<file path="src/fan_pkg.sv">
// shared constants, register map and state type of the fan supervisor
package fan_pkg;
    // clock and pwm rate
    localparam int CLK_HZ = 10_000_000;
    localparam int PWM_HZ = 30;
    localparam int LEVEL_W = 8;
    localparam int PWM_STEPS = 1 << LEVEL_W;
    localparam int STEP_DIV = CLK_HZ / (PWM_HZ * PWM_STEPS);
    // timers, counted in pwm periods
    localparam int CNT_W = 6;
    localparam logic [CNT_W-1:0] START_LAST = 6'h1f;
    localparam logic [CNT_W-1:0] MISS_LAST = 6'h1f;
    localparam logic [CNT_W-1:0] DIAG_LAST = 6'h02;
    localparam logic [CNT_W-1:0] CNT_ZERO = 6'h00;
    localparam logic [CNT_W-1:0] CNT_ONE = 6'h01;
    // rotation pulse blanking after the drive switches on, in clocks
    localparam int BLANK_W = 8;
    localparam logic [BLANK_W-1:0] BLANK_CLKS = 8'h40;
    localparam logic [BLANK_W-1:0] BLANK_ONE = 8'h01;
    localparam logic [BLANK_W-1:0] BLANK_ZERO = 8'h00;
    // register map
    localparam int ADDR_W = 12;
    localparam logic [ADDR_W-1:0] CTRL_OFS = 12'h000;
    localparam logic [ADDR_W-1:0] STATUS_OFS = 12'h004;
    localparam logic [ADDR_W-1:0] TIMER_OFS = 12'h008;
    localparam int CTRL_HALT_BIT = 0;
    localparam int ST_DRIVE_BIT = 0;
    localparam int ST_ALARM_BIT = 1;
    localparam int ST_FULL_BIT = 2;
    localparam int ST_FAIL_BIT = 3;
    localparam int ST_STATE_LSB = 4;
    localparam logic [31:0] WORD_ZERO = 32'h0000_0000;
    // control states
    typedef enum logic [2:0] {
        ST_HALT,
        ST_AUTO,
        ST_START1,
        ST_START2,
        ST_RUN,
        ST_DIAG,
        ST_RETRY,
        ST_FAULT
    } state_t;
endpackage : fan_pkg

</file>
<file path="src/fan_pwm_fault_supervisor.sv">
// fan pwm drive with start-up, diagnostic and missing-pulse supervision
// Summary of operation
// - duty follows temperature level, zero to full
// - drive output is active high
// - alarm output is active low
// - start-up holds drive on 32 periods
// - start-up after reset, halt and auto-off
// - pulses at drive switch-on are blanked
// - 32 periods without pulse start diagnostic
// - diagnostic drives full on three periods
// - no pulse in diagnostic retries start-up
// - second timeout stops drive, alarm low
// - failure stays latched until reset sequence
// - halt then release clears the failure
// - full duty demand pulls alarm low
// - overheat warning does not latch
// - below auto-off threshold enters auto-shutdown
// - leave auto-shutdown above threshold plus hysteresis
// - alarm high in halt and auto-shutdown
// - below halt threshold stops everything
// - entering halt clears timers and failures
// - release starts fan if above hysteresis
// - release below auto-off goes to auto-shutdown
// - valid pulse restarts missing-pulse count
// - power-up retries start-up once, then fails
`timescale 1ns/10ps
module fan_pwm_fault_supervisor
    import fan_pkg::*;
#(
    parameter int STEP_DIV_P = fan_pkg::STEP_DIV
) (
    // clock and reset
    input wire logic pclk,
    input wire logic presetn,
    // apb slave
    input wire logic psel,
    input wire logic penable,
    input wire logic pwrite,
    input wire logic [fan_pkg::ADDR_W-1:0] paddr,
    input wire logic [31:0] pwdata,
    output logic [31:0] prdata,
    output logic pready,
    output logic pslverr,
    // comparator results and digitised temperature
    input wire logic [fan_pkg::LEVEL_W-1:0] temperature_level_in,
    input wire logic below_halt_threshold,
    input wire logic above_release_threshold,
    input wire logic below_auto_off_threshold,
    input wire logic above_auto_off_hysteresis,
    input wire logic above_full_duty_level,
    // fan side
    input wire logic rot_pulse,
    output logic fan_drive_out,
    output logic alarm_n
);
    import fan_pkg::*;

    // ****************************************
    // time base
    // ****************************************
    logic [LEVEL_W-1:0] step;
    logic tick;

    pwm_timebase #(
        .STEP_DIV(STEP_DIV_P),
        .LEVEL_W(LEVEL_W)
    ) u_timebase (
        .pclk(pclk),
        .presetn(presetn),
        .step(step),
        .tick(tick)
    );

    // ****************************************
    // state
    // ****************************************
    state_t state_r;
    state_t state_nxt;
    logic [CNT_W-1:0] cnt_r;
    logic [CNT_W-1:0] cnt_nxt;
    logic drive_r;
    logic alarm_n_r;
    logic rot_prev_r;
    logic [BLANK_W-1:0] blank_r;
    logic [BLANK_W-1:0] blank_nxt;
    logic halt_sw_r;
    logic [31:0] prdata_r;
    logic pready_r;
    logic pslverr_r;

    // comparator inputs are used directly: they arrive synchronous
    wire halt_req = below_halt_threshold || halt_sw_r;
    wire full_duty = above_full_duty_level || (&temperature_level_in);
    wire pulse_edge = rot_pulse && !rot_prev_r;
    wire blanked = (blank_r != BLANK_ZERO);
    // switch-on transients on the sense line are not rotation
    wire pulse_ok = pulse_edge && !blanked;
    wire timer_end_start = tick && (cnt_r == START_LAST);
    wire timer_end_miss = tick && (cnt_r == MISS_LAST);
    wire timer_end_diag = tick && (cnt_r == DIAG_LAST);
    wire [CNT_W-1:0] cnt_inc = tick ? cnt_r + CNT_ONE : cnt_r;
    wire fan_active = (state_r == ST_START1) || (state_r == ST_START2) || (state_r == ST_RUN)
        || (state_r == ST_DIAG) || (state_r == ST_RETRY);

    // ****************************************
    // control sequence
    // ****************************************
    always_comb begin
        state_nxt = state_r;
        case (state_r)
            ST_HALT: begin
                if (!halt_req && above_release_threshold) begin
                    // release: start only with clear margin above auto-off
                    state_nxt = above_auto_off_hysteresis ? ST_START1 : ST_AUTO;
                end
            end
            ST_AUTO: begin
                if (above_auto_off_hysteresis) begin
                    state_nxt = ST_START1;
                end
            end
            ST_START1: begin
                if (pulse_ok) begin
                    state_nxt = ST_RUN;
                end else if (timer_end_start) begin
                    state_nxt = ST_START2;
                end
            end
            ST_START2: begin
                if (pulse_ok) begin
                    state_nxt = ST_RUN;
                end else if (timer_end_start) begin
                    state_nxt = ST_FAULT;
                end
            end
            ST_RUN: begin
                if (!pulse_ok && timer_end_miss) begin
                    state_nxt = ST_DIAG;
                end
            end
            ST_DIAG: begin
                if (pulse_ok) begin
                    state_nxt = ST_RUN;
                end else if (timer_end_diag) begin
                    state_nxt = ST_RETRY;
                end
            end
            ST_RETRY: begin
                if (pulse_ok) begin
                    state_nxt = ST_RUN;
                end else if (timer_end_miss) begin
                    state_nxt = ST_FAULT;
                end
            end
            ST_FAULT: begin
                state_nxt = ST_FAULT;
            end
            default: begin
                state_nxt = ST_HALT;
            end
        endcase
        // a latched failure ignores auto-off: only a halt releases it
        if (halt_req) begin
            state_nxt = ST_HALT;
        end else if (below_auto_off_threshold && fan_active) begin
            state_nxt = ST_AUTO;
        end
    end

    always_comb begin
        cnt_nxt = cnt_inc;
        // halt stops every timer, not only the one that was running on entry
        if (state_nxt != state_r || state_nxt == ST_HALT) begin
            cnt_nxt = CNT_ZERO;
        end else if (state_r == ST_RUN && pulse_ok) begin
            cnt_nxt = CNT_ZERO;
        end
    end

    // ****************************************
    // outputs
    // ****************************************
    // forced-on states give the fan full torque regardless of level
    wire forced_on = (state_nxt == ST_START1) || (state_nxt == ST_START2)
        || (state_nxt == ST_DIAG) || (state_nxt == ST_RETRY);
    wire pwm_on = full_duty || (step < temperature_level_in);
    wire drive_nxt = forced_on || (state_nxt == ST_RUN && pwm_on);
    wire warn_ok = forced_on || (state_nxt == ST_RUN);
    // warning tracks the demand each cycle, only failure latches
    wire alarm_n_nxt = !((state_nxt == ST_FAULT) || (warn_ok && full_duty));

    always_comb begin
        blank_nxt = blanked ? blank_r - BLANK_ONE : BLANK_ZERO;
        if (drive_nxt && !drive_r) begin
            blank_nxt = BLANK_CLKS;
        end
    end

    always_ff @(posedge pclk or negedge presetn) begin
        if (!presetn) begin
            state_r <= ST_START1;
            cnt_r <= CNT_ZERO;
            drive_r <= 1'b0;
            alarm_n_r <= 1'b1;
            rot_prev_r <= 1'b0;
            blank_r <= BLANK_ZERO;
        end else begin
            state_r <= state_nxt;
            cnt_r <= cnt_nxt;
            drive_r <= drive_nxt;
            alarm_n_r <= alarm_n_nxt;
            rot_prev_r <= rot_pulse;
            blank_r <= blank_nxt;
        end
    end

    assign fan_drive_out = drive_r;
    assign alarm_n = alarm_n_r;

    // ****************************************
    // apb registers
    // ****************************************
    // zero wait: data is fetched in the setup cycle so pready can rise at once
    wire apb_setup = psel && !penable;
    wire apb_write = psel && penable && pready_r && pwrite;
    wire hit_ctrl = (paddr == CTRL_OFS);
    wire hit_status = (paddr == STATUS_OFS);
    wire hit_timer = (paddr == TIMER_OFS);
    wire addr_hit = hit_ctrl || hit_status || hit_timer;
    wire [31:0] ctrl_word = {31'h0000_0000, halt_sw_r};
    wire [31:0] status_word = {25'h000_0000, state_r, (state_r == ST_FAULT), full_duty, alarm_n_r, drive_r};
    wire [31:0] timer_word = {26'h000_0000, cnt_r};
    wire [31:0] rd_mux = hit_ctrl ? ctrl_word : hit_status ? status_word : hit_timer ? timer_word : WORD_ZERO;

    always_ff @(posedge pclk or negedge presetn) begin
        if (!presetn) begin
            prdata_r <= WORD_ZERO;
            pready_r <= 1'b0;
            pslverr_r <= 1'b0;
            halt_sw_r <= 1'b0;
        end else begin
            pready_r <= apb_setup;
            pslverr_r <= apb_setup && !addr_hit;
            if (apb_setup) begin
                prdata_r <= rd_mux;
            end
            if (apb_write && hit_ctrl) begin
                halt_sw_r <= pwdata[CTRL_HALT_BIT];
            end
        end
    end

    assign prdata = prdata_r;
    assign pready = pready_r;
    assign pslverr = pslverr_r;
endmodule : fan_pwm_fault_supervisor

</file>
<file path="src/pwm_timebase.sv">
// pwm step counter and one-cycle period tick derived from the system clock
`timescale 1ns/10ps
module pwm_timebase #(
    parameter int STEP_DIV = 1302,
    parameter int LEVEL_W = 8
) (
    // clock and reset
    input wire logic pclk,
    input wire logic presetn,
    // time base
    output logic [LEVEL_W-1:0] step,
    output logic tick
);
    localparam int DIV_W = $clog2(STEP_DIV + 1);
    localparam logic [DIV_W-1:0] DIV_LAST = DIV_W'(STEP_DIV - 1);
    localparam logic [DIV_W-1:0] DIV_ZERO = '0;

    logic [DIV_W-1:0] div_r;
    logic [LEVEL_W-1:0] step_r;
    logic tick_r;
    wire step_en = (div_r == DIV_LAST);
    wire period_end = step_en && (&step_r);

    always_ff @(posedge pclk or negedge presetn) begin
        if (!presetn) begin
            div_r <= '0;
            step_r <= '0;
            tick_r <= 1'b0;
        end else begin
            div_r <= step_en ? DIV_ZERO : div_r + 1'b1;
            if (step_en) begin
                step_r <= step_r + 1'b1;
            end
            tick_r <= period_end;
        end
    end

    assign step = step_r;
    assign tick = tick_r;
endmodule : pwm_timebase
</file>
<file path="config.mk">
export PLATFORM = sky130hd
export DESIGN_NAME = fan_pwm_fault_supervisor
export DESIGN_NICKNAME = d
export VERILOG_FILES = /design/src/fan_pkg.sv /design/src/fan_pwm_fault_supervisor.sv /design/src/pwm_timebase.sv
export SDC_FILE = /design/constraint.sdc
export NUM_CORES = 1
export LEC_CHECK = 0
export ABC_AREA = 1
export BUFFER_PORTS_ARGS = -buffer_cell sky130_fd_sc_hd__buf_2
export CORE_ASPECT_RATIO = 0.8
export CORE_UTILIZATION = 45
export CTS_CLUSTER_DIAMETER = 200
export DETAILED_ROUTE_END_ITERATION = 10
export PLACE_DENSITY = 0.83
export SLEW_MARGIN = 20
export SYNTH_ARGS = -nofsm -noshare
export SYNTH_HDL_FRONTEND = slang
export SYNTH_SLANG_ARGS = --single-unit
</file>
<file path="constraint.sdc">
create_clock -name pclk -period 2.35 [get_ports pclk]
set_input_delay 0.1175 -clock pclk [delete_from_list [all_inputs] [get_ports pclk]]
set_output_delay 0.1175 -clock pclk [all_outputs]
set_load 0.1 [all_outputs]
</file>
-- Yosys cells after proc, flatten, opt, wreduce, memory -nomap -nowiden
Index checks and enable logic that the tools add are counted.
- flip-flop bits (word level): 75
- bits in latches: 0
- memory bits (writable): 0
- memory bits (read-only): 0
- bits of input ports: 63
- logic and storage cells: 109
- memories: 0
- $add $sub $neg: 4
- $mul: 0
- divide/modulo/power cells: 0
- $lt $le $gt $ge: 1
- equality and inequality tests: 19
- shifts and indexed selects: 0
- multiplexer cells: 22
- bitwise operators: 0
- reductions and logical operators: 50
- operators by type and width (operator ; number):
    $mux W3 ; 11
    $eq A3 B3 Y1 const B ; 8
    $mux W6 ; 4
    $pmux W3 S7 ; 1
    $logic_and A1 B1 Y1 ; 18
    $logic_or A1 B1 Y1 ; 16
    $mux W8 ; 2
    $reduce_and A8 Y1 ; 2
    $mux W7 ; 2
    $eq A12 B3 Y1 const B ; 1
    $eq A12 B4 Y1 const B ; 1
    $eq A3 B2 Y1 const B ; 4
    $logic_not A12 Y1 ; 1
    $add A11 B1 Y11 const B ; 1
    $eq A11 B11 Y1 const B ; 1
    $mux W11 ; 1
    $add A8 B1 Y8 const B ; 1
    $logic_not A1 Y1 ; 8
    $lt A8 B8 Y1 ; 1
    $reduce_bool A8 Y1 ; 1
    $sub A8 B1 Y8 const B ; 1
    $add A6 B1 Y6 const B ; 1
    $eq A6 B2 Y1 const B ; 1
    $eq A6 B5 Y1 const B ; 1
    6 further kinds ; 7

-- Depth between registers and ports, before layout
Gate-level depths: netlist (run 1).
- depth after elaboration: 17
- depth in mapped cells: 17
- gate-level depth less buffers: 17

-- By module
From an unflattened synthesis (run 1), not the netlist that was laid out.
- cell total of the unflattened synthesis: 461
- area total of the unflattened synthesis: 3403.3 sq um
- by module, submodules not included (module ; instances ; cells each ; area an instance (sq um) ; seq. area each (sq um)):
    fan_pwm_fault_supervisor ; 1 ; 305 ; 2282.2 ; 753.2
    pwm_timebase ; 1 ; 156 ; 1121.1 ; 500.5

-- Worst setup path before layout (run 1)
No wires, ideal clock.
- path type: register to register
- start: register state_r[1]
- end: register blank_r[6]
- library setup time: 0.120 ns
- arrival time: 1.782 ns
- data required time: 2.230 ns
- path slack: 0.448 ns
- stages on the path, launching flop included: 15
- buffers on the path: 1
- period minus slack after synthesis: 1.902 ns
- cell sequence: dfstp_2 -> buf_6 -> inv_1 -> ha_1 -> nand2_1 -> nand2_1 -> nand2_1 -> nor2_1 -> nand2_2 -> clkinv_2 -> nand3_2 -> nand2_2 -> nand3_4 -> nand2_1 -> nand2_1
- longest elaborated chain between the ends: 15
- elaborated cells on any way between the ends: 38
- those cells by class: eq/ne: 12; mux: 13; reduce/logical: 13
- ends and longest elaborated chain (item ; RTL line ; RTL):
    start, declared ; fan_pwm_fault_supervisor.sv:77 ; state_t state_r;
    start signal, assigned ; fan_pwm_fault_supervisor.sv:208 ; state_r <= state_nxt;
    parallel branches: the longest is 6 deep, another holds $pmux W3 S7 ; n/a ;
    $mux W3 * ; fan_pwm_fault_supervisor.sv:165 ; end else if (below_auto_off_threshold && fan_active) begin
    $mux W3 * ; fan_pwm_fault_supervisor.sv:163 ; if (halt_req) begin
    named net state_nxt[2] ; fan_pwm_fault_supervisor.sv:78 ; state_t state_nxt;
    $eq A3 B2 Y1 ; fan_pwm_fault_supervisor.sv:184 ; wire forced_on = (state_nxt == ST_START1) || (state_nxt == ST_START2)
    $logic_or A1 B1 Y1 ; fan_pwm_fault_supervisor.sv:184 ;
    $logic_or A1 B1 Y1 (2 in a row) ; fan_pwm_fault_supervisor.sv:185 ; || (state_nxt == ST_DIAG) || (state_nxt == ST_RETRY);
    $logic_or A1 B1 Y1 * ; fan_pwm_fault_supervisor.sv:187 ; wire drive_nxt = forced_on || (state_nxt == ST_RUN && pwm_on);
    named net drive_nxt ; fan_pwm_fault_supervisor.sv:187 ;
    $logic_and A1 B1 Y1 * ; fan_pwm_fault_supervisor.sv:194 ; if (drive_nxt && !drive_r) begin
    $mux W8 * ; fan_pwm_fault_supervisor.sv:194 ;
    named net blank_nxt[6] ; fan_pwm_fault_supervisor.sv:85 ; logic [BLANK_W-1:0] blank_nxt;
    end signal, assigned ; fan_pwm_fault_supervisor.sv:213 ; blank_r <= blank_nxt;
    end, declared ; fan_pwm_fault_supervisor.sv:84 ; logic [BLANK_W-1:0] blank_r;
Mark *: on every way through the listed nets, which the timed path passes.
A chain may end at the register's enable or synchronous reset.

-- Worst setup path after layout (run 1)
- start: register state_r[1]
- end: register blank_r[6]
- longest elaborated chain between the ends: 15
- elaborated cells on any way between the ends: 38
- those cells by class: eq/ne: 12; mux: 13; reduce/logical: 13
- ends and longest elaborated chain (item ; RTL line):
    parallel branches: the longest is 6 deep, another holds $pmux W3 S7 ; n/a
    $mux W3 * ; fan_pwm_fault_supervisor.sv:165
    $mux W3 * ; fan_pwm_fault_supervisor.sv:163
    $eq A3 B2 Y1 ; fan_pwm_fault_supervisor.sv:184
    $logic_or A1 B1 Y1 ; fan_pwm_fault_supervisor.sv:184
    $logic_or A1 B1 Y1 (2 in a row) ; fan_pwm_fault_supervisor.sv:185
    $logic_or A1 B1 Y1 * ; fan_pwm_fault_supervisor.sv:187
    named net drive_nxt ; fan_pwm_fault_supervisor.sv:187
    $logic_and A1 B1 Y1 * ; fan_pwm_fault_supervisor.sv:194
    $mux W8 * ; fan_pwm_fault_supervisor.sv:194
    named net blank_nxt[6] ; fan_pwm_fault_supervisor.sv:85
Marks and branches as above.

==> results.md, run 1 <==
- PwrDens: between 600 and 700 nW/µm²
- Startpoint of the lowest-slack hold path: penable
- Final Max Tran Viols: 0
- Startpoint-to-endpoint class of the critical path: flop to flop
- Post-synthesis cell type with the largest combined area: dfrtp_1
- Met3 Track Usage GR: roughly 4.0%
- Site Rows: 26
- Most congested layer reported by global routing: met2
- Height of the die: 77.0 µm
- Cell chosen for the clock root: clkbuf_8
- Worst r2r dst: blank_r[6]
- Area fraction of the dominant cell type after synthesis: around 38%
- Global-route wire length before repair: roughly 11000 µm
- Die boundary width: 95.7 µm
- Maximum number of pins on one net before global-route repair: 29
- Mapped Area: between 3000 and 4000 µm²
- Fin util: roughly 54%
- TritonCTS clock tree: yes
- Vias after detailed routing: between 2000 and 3000
- Hold crit path type: input port to flop
- Element type at the critical path end: flop
- Maximum single-stage delay on the critical path: about 0.56 ns
- Number of I/O pins: 99
- Met2 GRT Util: between 30% and 40%
- Required time reported for the critical path endpoint: 2.55 ns
- Ys async rst share: between 90% and 100%
- Top cell family by delay on the critical path: simple AND/OR/NAND/NOR gates
- Library cell appearing most often on the critical path: nand2_1
- Pre-CTS worst setup slack: 0.160 ns
- Per-cell routed wire length: roughly 12 µm
- Weighted congestion at the end of routability-driven global placement: between 0.8 and 0.9
- Setup repair after global routing missed its margin: false
- Clock slew at reported path FFs: 0.09 ns
- Total of buffers placed on input and output ports: 42
- Insertion delay of the later-clocked pin in the worst-skew pair: approximately 0.31 ns
- Transition time of the tightest slew-check pin: 0.636 ns
- Hold Path Depth: 2
- Cts bufs inserted: 5
- Overall power consumption: roughly 2400 µW
- Worst hold-check slack: ~0.0053 ns
- Iter 0 DRT Violations: approximately 140
- Standard cell core area: 6570 µm²
- Worst reg2reg path startpoint: state_r[1]
- Top cells by area, synth: dfrtp_1 38%, nand2_1 8.1%, inv_1 7.2%
- Number of inserted filler cells in the final layout: ~620
- Fin Setup TNS: 0 ns
- Achievable clock frequency: roughly 0.48 GHz
- CP max stage cell: dfstp_2
- Period utilisation layout: approximately nine tenths
- Tightest slew margin relative to the limit: 57.6%
- Critical path launch point type: flop
- Sequential cell area: approximately 1300 µm²
- Initial cell density of the core: roughly 48%
- Number of search-and-repair iterations in the first detailed-routing pass: 4
- Synthesized area divided by synthesized cell count: between 7 and 8 µm²
- R2r worst-path depth: 12
- Remaining global-route overflow: 0
- Number of enable-type register cells in the synthesized netlist: 0
- Biggest fanout along the worst timing path: 9
- Area occupied by multi-input gates: ~1500 µm²
- Total wirelength of the detailed-routed design: 6460 µm
- DRC violation count after routing: 0
- Die Footprint: between 7000 and 8000 µm²
- Met1 demand-to-capacity share in global routing: approximately 23%
- Sequential fraction of the synthesis area: 39.6%
- Register bit count reported by yosys: 50
- Final hold violations: 0
- Static Leak: 0.00187 µW
- Worst path bufs/invs: 2
- Data arrival time at the worst-slack endpoint: 2.28 ns
- Number of antenna violations at the first check in global routing: 0
- End of the worst hold path: pready
- Number of H-tree levels: 2
- Final setup viols: 0
- Vias in the first global route: ~2600
- Global router's overall resource usage: approximately a fifth
- Antenna-violating nets left: 0
- Most used flip-flop cell after synthesis: dfrtp_1
- Post-synthesis cell type count: 40
- Maximum resistive drop on vdd: around 0.00047 V
- Cells after synthesis: 405
- Number of buffers between clock root and the deepest sink: 2
- Vias per inst: just under 5
- Share of post-route cells with drive strength above 1: roughly 18%
- Total of max-cap violations: 0
- DP Wirelength: slightly above 5000 µm
- Number of nets in the final layout: 532
- ANT cells: 0
- Min cycle time layout: a little over 2 ns
- Status: completed
- Skew final: around 0.0090 ns
- Area added between synthesis and finish: 11.7%
- R2R Setup Slk: ~0.27 ns
- Critical path, cell by cell: inv_1, ha_1, inv_1, nand3_2, a21oi_1, a21oi_2, nand2_1, nand2_1, nand3_2, nand3_4, nand2_1, nand2_1
- Warnings from Yosys: 0
- Clock net sink count: 50
- Post-route worst setup slack: 0.272 ns
-- layout make-up --
type | instances | area share (%)
Inverter | 66 | 7.08
Timing Repair Buffer | 48 | 7.36
Sequential cell | 50 | 35.5
Tap cell | 84 | 2.97
Clock inverter | 3 | 1.95
Multi-Input combinational cell | 284 | 43.2
Clock buffer | 5 | 1.95
-- worst max-delay path by stage --
stage               startpoint  slack, ns  cells after the start         end
CTS                 state_r[1]       0.14                     12  blank_r[6]
floorplan           state_r[1]       0.45                     14  blank_r[6]
global placement    state_r[1]       0.26                     12  blank_r[6]
finish              state_r[1]       0.27                     12  blank_r[6]
global route        blank_r[0]       0.04                     16    cnt_r[3]
detailed placement  state_r[1]       0.16                     12  blank_r[6]
-- cell families after synthesis --
| group | after synthesis | synth area share [%] |
|---|---|---|
| adder cells (fa/ha/maj) | 14 | 5.54 |
| multiplexers | 1 | 0.356 |
| AND/OR/NAND/NOR | 176 | 26.2 |
| flip-flops | 50 | 39.6 |
| buffers and inverters | 95 | 14.9 |
| XOR/XNOR | 15 | 4.15 |
| other | 1 | 0.119 |
| AO/OA/AOI/OAI | 53 | 9.10 |
-- through the flow --
stage | cells | instance area, µm²
after floorplan | 429 | 3250
after global placement | 529 | 3370
after detailed placement | 529 | 3370
after CTS | 539 | 3530
after global routing | 540 | 3530
final | 540 | 3530
-- Yosys cell counts, drive strengths merged, types with 4 or more instances --
master / number
o21ai: 21
nand2: 74
ha: 14
inv: 63
dfrtp: 48
nor3: 8
buf: 28
a21oi: 25
nand4: 9
xnor2: 4
nor2: 52
xor2: 11
or2: 4
nand3: 25
-- where the power goes --
group	internal (µW)	total (µW)	switching (µW)
sequential	935	979	43.4
combinational	171	679	507
clock	426	724	297
total	1530	2380	848
-- placed cells by master (no fill, tap or decap), types with 2 or more instances in the layout --
cell type,n
dlygate4sd3_1,2
or2_2,3
nor3_1,8
inv_2,2
bufinv_16,2
buf_2,42
o22ai_1,3
nor2_1,48
nand3_1,20
xor2_1,11
nand4_1,9
clkinv_2,2
nor4_1,2
nand2_1,68
ha_1,14
o21ai_0,18
inv_1,61
clkbuf_8,5
xnor2_1,4
nor2_4,3
o21ai_1,2
a21oi_1,24
dfstp_2,2
nand2_2,5
buf_4,4
dfrtp_1,48
conb_1,25
nand3_2,4
-- registers in the layout, summed over array words and instances, names as in the netlist, 3 cells and up --
signal and flops:
prdata 7, u_timebase.step 8, blank_r 8, u_timebase.div_r 11, state_r 3, cnt_r 6
-- repair_timing --
item | CTS | global route
hold endpoints to repair | 26 | 0
hold buffers | 2 | 0
gates resized for setup | 0 | 0
setup buffers | 0 | 1
setup endpoints to repair | 0 | 12
-- layer usage --
layer  share of wire, %  routed length, µm  up-vias
met5                  0                  0        -
met4               0.54                 35        0
met3                5.6                362        6
met2                 50               3240       78
met1                 44               2820     1236
li1                   -                  -     1344
(Power assumes the default switching activity.)
==> inputs of run 2 (changes only) <==
ABC_AREA = 0   (was 1)
BUFFER_PORTS_ARGS = unset   (was -buffer_cell sky130_fd_sc_hd__buf_2)
DONT_BUFFER_PORTS = 1   (was unset)
PLACE_DENSITY = 0.71   (was 0.83)
==> run 2 against run 1 <==
  * The run now ends with negative setup slack left
  * Count of clock-buffer cells in the layout increased by 1
  * Combinational power increased by 86%
  * Flip-flop and latch count unchanged
  * Total power increased by 24%
  * Area after synthesis decreased by 5.3%
  * Sequential share of layout area decreased by 0.29 points
  * Design area increased by 0.81%
  * Clock power decreased by 17%
  * Worst hold slack improved by 0.071 ns
==> results.md, run 2 <==
- Top cell family by delay on the critical path: simple AND/OR/NAND/NOR gates (unchanged)
- Static Leak: 0.00165 µW (was 0.00187 µW)
- Most used cells in the layout excluding fill and tap cells: 48 x dfrtp_1, 42 x buf_4, 35 x nor2_1 (was 68 x nand2_1, 61 x inv_1, 48 x nor2_1, 48 x dfrtp_1, 42 x buf_2)
- Area added between synthesis and finish: 18.9% (was 11.7%)
- Register bit count reported by yosys: 50 (unchanged)
- Number of nets in the final layout: 442 (was 532)
- Top cells by area, synth: dfrtp_1 40%, buf_4 6.3%, ha_1 5.8% (was dfrtp_1 38%, nand2_1 8.1%, inv_1 7.2%)
- DP Wirelength: 4870 µm (was 5060 µm)
- Cells after synthesis: 317 (was 405)
- Global router's overall resource usage: 19.9% (was 18.9%)
- Setup repair after global routing missed its margin: true (was false)
- Ys async rst share: 100% (unchanged)
- Final Max Tran Viols: 0 (unchanged)
- Data arrival time at the worst-slack endpoint: 3.01 ns (was 2.28 ns)
- Number of search-and-repair iterations in the first detailed-routing pass: 4 (unchanged)
- Biggest fanout along the worst timing path: 4 (was 9)
- Height of the die: 75.0 µm (was 77.0 µm)
- Critical path launch point type: flop (unchanged)
- Critical path, cell by cell: inv_2, ha_4, or4b_4, or4_4, a221oi_4, o211ai_1, nand2_2, a21oi_4, or3b_1 (was inv_1, ha_1, inv_1, nand3_2, a21oi_1, a21oi_2, nand2_1, nand2_1, nand3_2, nand3_4, nand2_1, nand2_1)
- Area fraction of the dominant cell type after synthesis: 40.1% (was 38.0%)
- Number of I/O pins: 99 (unchanged)
- Number of antenna violations at the first check in global routing: 0 (unchanged)
- Number of buffers between clock root and the deepest sink: 2 (unchanged)
- Per-cell routed wire length: 14.5 µm (was 12.0 µm)
- Insertion delay of the later-clocked pin in the worst-skew pair: 0.30 ns (was 0.31 ns)
- Hold crit path type: input port to flop (unchanged)
- Die boundary width: 93.2 µm (was 95.7 µm)
- Failing checks: negative setup slack
- DRC violation count after routing: 0 (unchanged)
- Cts bufs inserted: 5 (unchanged)
- Non-filler cells in the finished layout: 450 (was 540)
- Worst hold-check slack: 0.0768 ns (was 0.00530 ns)
- Most common cell after layout, fill and taps aside: dfrtp_1 (was nand2_1)
- Maximum resistive drop on vdd: 0.000338 V (was 0.000470 V)
- Antenna-violating nets left: 0 (unchanged)
- Final setup viols: 16 (was 0)
- Fin util: 55.6% (was 53.8%)
- Final hold violations: 0 (unchanged)
- Remaining global-route overflow: 0 (unchanged)
- PwrDens: 827 nW/µm² (was 674 nW/µm²)
- Total of buffers placed on input and output ports: 0 (was 42)
- Share of post-route cells with drive strength above 1: 20.5% (was 18.0%)
- Most frequent cell after synthesis: dfrtp_1 (was nand2_1)
- Site Rows: 26 (unchanged)
- Standard cell core area: 6410 µm² (was 6570 µm²)
- Maximum single-stage delay on the critical path: 0.47 ns (was 0.56 ns)
- TritonCTS clock tree: yes (unchanged)
- CP max stage cell: or4_4 (was dfstp_2)
- Transition time of the tightest slew-check pin: 0.861 ns (was 0.636 ns)
- Vias after detailed routing: 2414 (was 2664)
- Min cycle time layout: 2.82 ns (was 2.08 ns)
- Vias in the first global route: 2278 (was 2565)
- ANT cells: 0 (unchanged)
- Number of H-tree levels: 2 (unchanged)
- Sequential fraction of the synthesis area: 41.8% (was 39.6%)
- Max reg flops: 11 (unchanged)
- Number of enable-type register cells in the synthesized netlist: 0 (unchanged)
- Most common library cells after synthesis: 48 x dfrtp_1, 35 x nor2_1, 25 x buf_4 (was 68 x nand2_1, 61 x inv_1, 48 x dfrtp_1, 48 x nor2_1, 26 x buf_4)
- Post-synthesis cell type with the largest combined area: dfrtp_1 (unchanged)
- Die Footprint: 6990 µm² (was 7370 µm²)
- Mapped Area: 3000 µm² (was 3160 µm²)
- Element type at the critical path end: flop (unchanged)
- Initial cell density of the core: 46.8% (was 48.1%)
- Placed instance count: 432 (was 529)
- Cell chosen for the clock root: clkbuf_8 (unchanged)
- Achievable clock frequency: 0.355 GHz (was 0.481 GHz)
- Clock slew at reported path FFs: 0.09 ns (about the same)
- Status: finished with violations (was completed)
- Maximum number of pins on one net before global-route repair: 51 (was 29)
- Worst path bufs/invs: 1 (was 2)
- Pre-CTS worst setup slack: -0.419 ns (was 0.160 ns)
- Clock net sink count: 50 (unchanged)
- Startpoint-to-endpoint class of the critical path: flop to flop (unchanged)
- Global-route wire length before repair: 10600 µm (was 11000 µm)
- Iter 0 DRT Violations: 95 (was 144)
- Period utilisation layout: 120% (was 88.4%)
- Weighted congestion at the end of routability-driven global placement: 0.817 (was 0.814)
- Vias per inst: 5.36 (was 4.93)
- Post-route worst setup slack: -0.467 ns (was 0.272 ns)
- Warnings from Yosys: 0 (unchanged)
- Total of max-cap violations: 0 (unchanged)
- Reg with most FFs: u_timebase.div_r (unchanged)
- Required time reported for the critical path endpoint: 2.54 ns (was 2.55 ns)
- Post-synthesis cell type count: 58 (was 40)
- Synthesized area divided by synthesized cell count: 9.45 µm² (was 7.81 µm²)
- Total wirelength of the detailed-routed design: 6510 µm (was 6460 µm)
- Skew final: 0.00578 ns (was 0.00895 ns)
- Most used flip-flop cell after synthesis: dfrtp_1 (unchanged)
- Tightest slew margin relative to the limit: 42.6% (was 57.6%)
[run 2: cell count changes after synthesis, moves of 5 or more]
| cell | change |
|---|---|
| nand2_1 | -45 |
| inv_1 | -40 |
| a21oi_1 | -16 |
| nor2_1 | -13 |
| xnor2_1 | +12 |
| nand3_1 | -9 |
| and4_1 | +5 |
| o21ai_0 | -5 |
[run 2: worst reg2reg max path: cells and delay by family, from the launching register on]
kind                       cells  cell delay (ns)
buffers and inverters          1             0.09
adders and majority gates      1             0.13
and+or+nand+nor                4             1.45
DFF                            1             0.40
AOI/OAI and AO/OA              3             0.63
[run 2: stage by stage]
step	TNS [ns]	total power (µW)	cell area (µm²)
after global routing	-5.65	3100	3560
after global placement	-3.73	2180	3290
final	-4.41	2950	3560
after floorplan	-2.61	1860	3090
after detailed placement	-4.62	2210	3290
after CTS	-4.05	2890	3520
[run 2: kinds of logic after synthesis]
kind of cell	Yosys count	share of synthesized area, %
fa+ha+maj	14	5.85
other cells	1	0.125
buf+inv	53	9.85
mux	3	1.13
compound gates	54	13.3
xor+xnor	23	6.72
simple gates	119	21.2
flops	50	41.8
[run 2: timing repair]
item | 4_1_cts | 5_1_grt
buffers inserted | 4 | 3
resized for setup | 9 | 5
hold buffers | 4 | 0
cloned | 0 | 0
endpoints found under the setup margin | 16 | 16
hold endpoints to repair | 52 | 0
pin swaps | 3 | 6
[run 2: layout make-up]
cell class | count | area (µm²)
clock buffer | 6 | 72.6
clock inverter | 2 | 37.5
fill | 557 | 2850
inverter | 21 | 78.8
multi-input combinational | 238 | 1600
sequential | 50 | 1250
tap | 84 | 105
timing repair buffer | 49 | 415
[run 2: final timing paths]
check                           startpoint         end  slack [ns]  cells after the start
worst max-delay path            blank_r[0]  blank_r[6]       -0.47                      9
worst min register to register   prdata[6]   prdata[6]        0.49                      2
min in group asynchronous          presetn     pslverr        0.34                      2
worst max register to register  blank_r[0]  blank_r[6]       -0.47                      9
max in group asynchronous          presetn  state_r[1]        1.75                      2
worst min-delay path              paddr[3]   prdata[5]        0.08                      2
[run 2: where the power goes]
part	switching (µW)	internal, µW
Sequential	124	962
Combinational	743	513
Clock	285	318
Total	1150	1790
[run 2: metal layers]
| layer | part of all wire (%) | global-route usage, % | wire length (µm) |
|---|---|---|---|
| met3 | 5.6 | 5.25 | 366 |
| met1 | 46 | 25.9 | 2990 |
| met4 | 2.2 | 8.55 | 142 |
| met5 | 0 | 0 | 0 |
| met2 | 46 | 31.9 | 3010 |
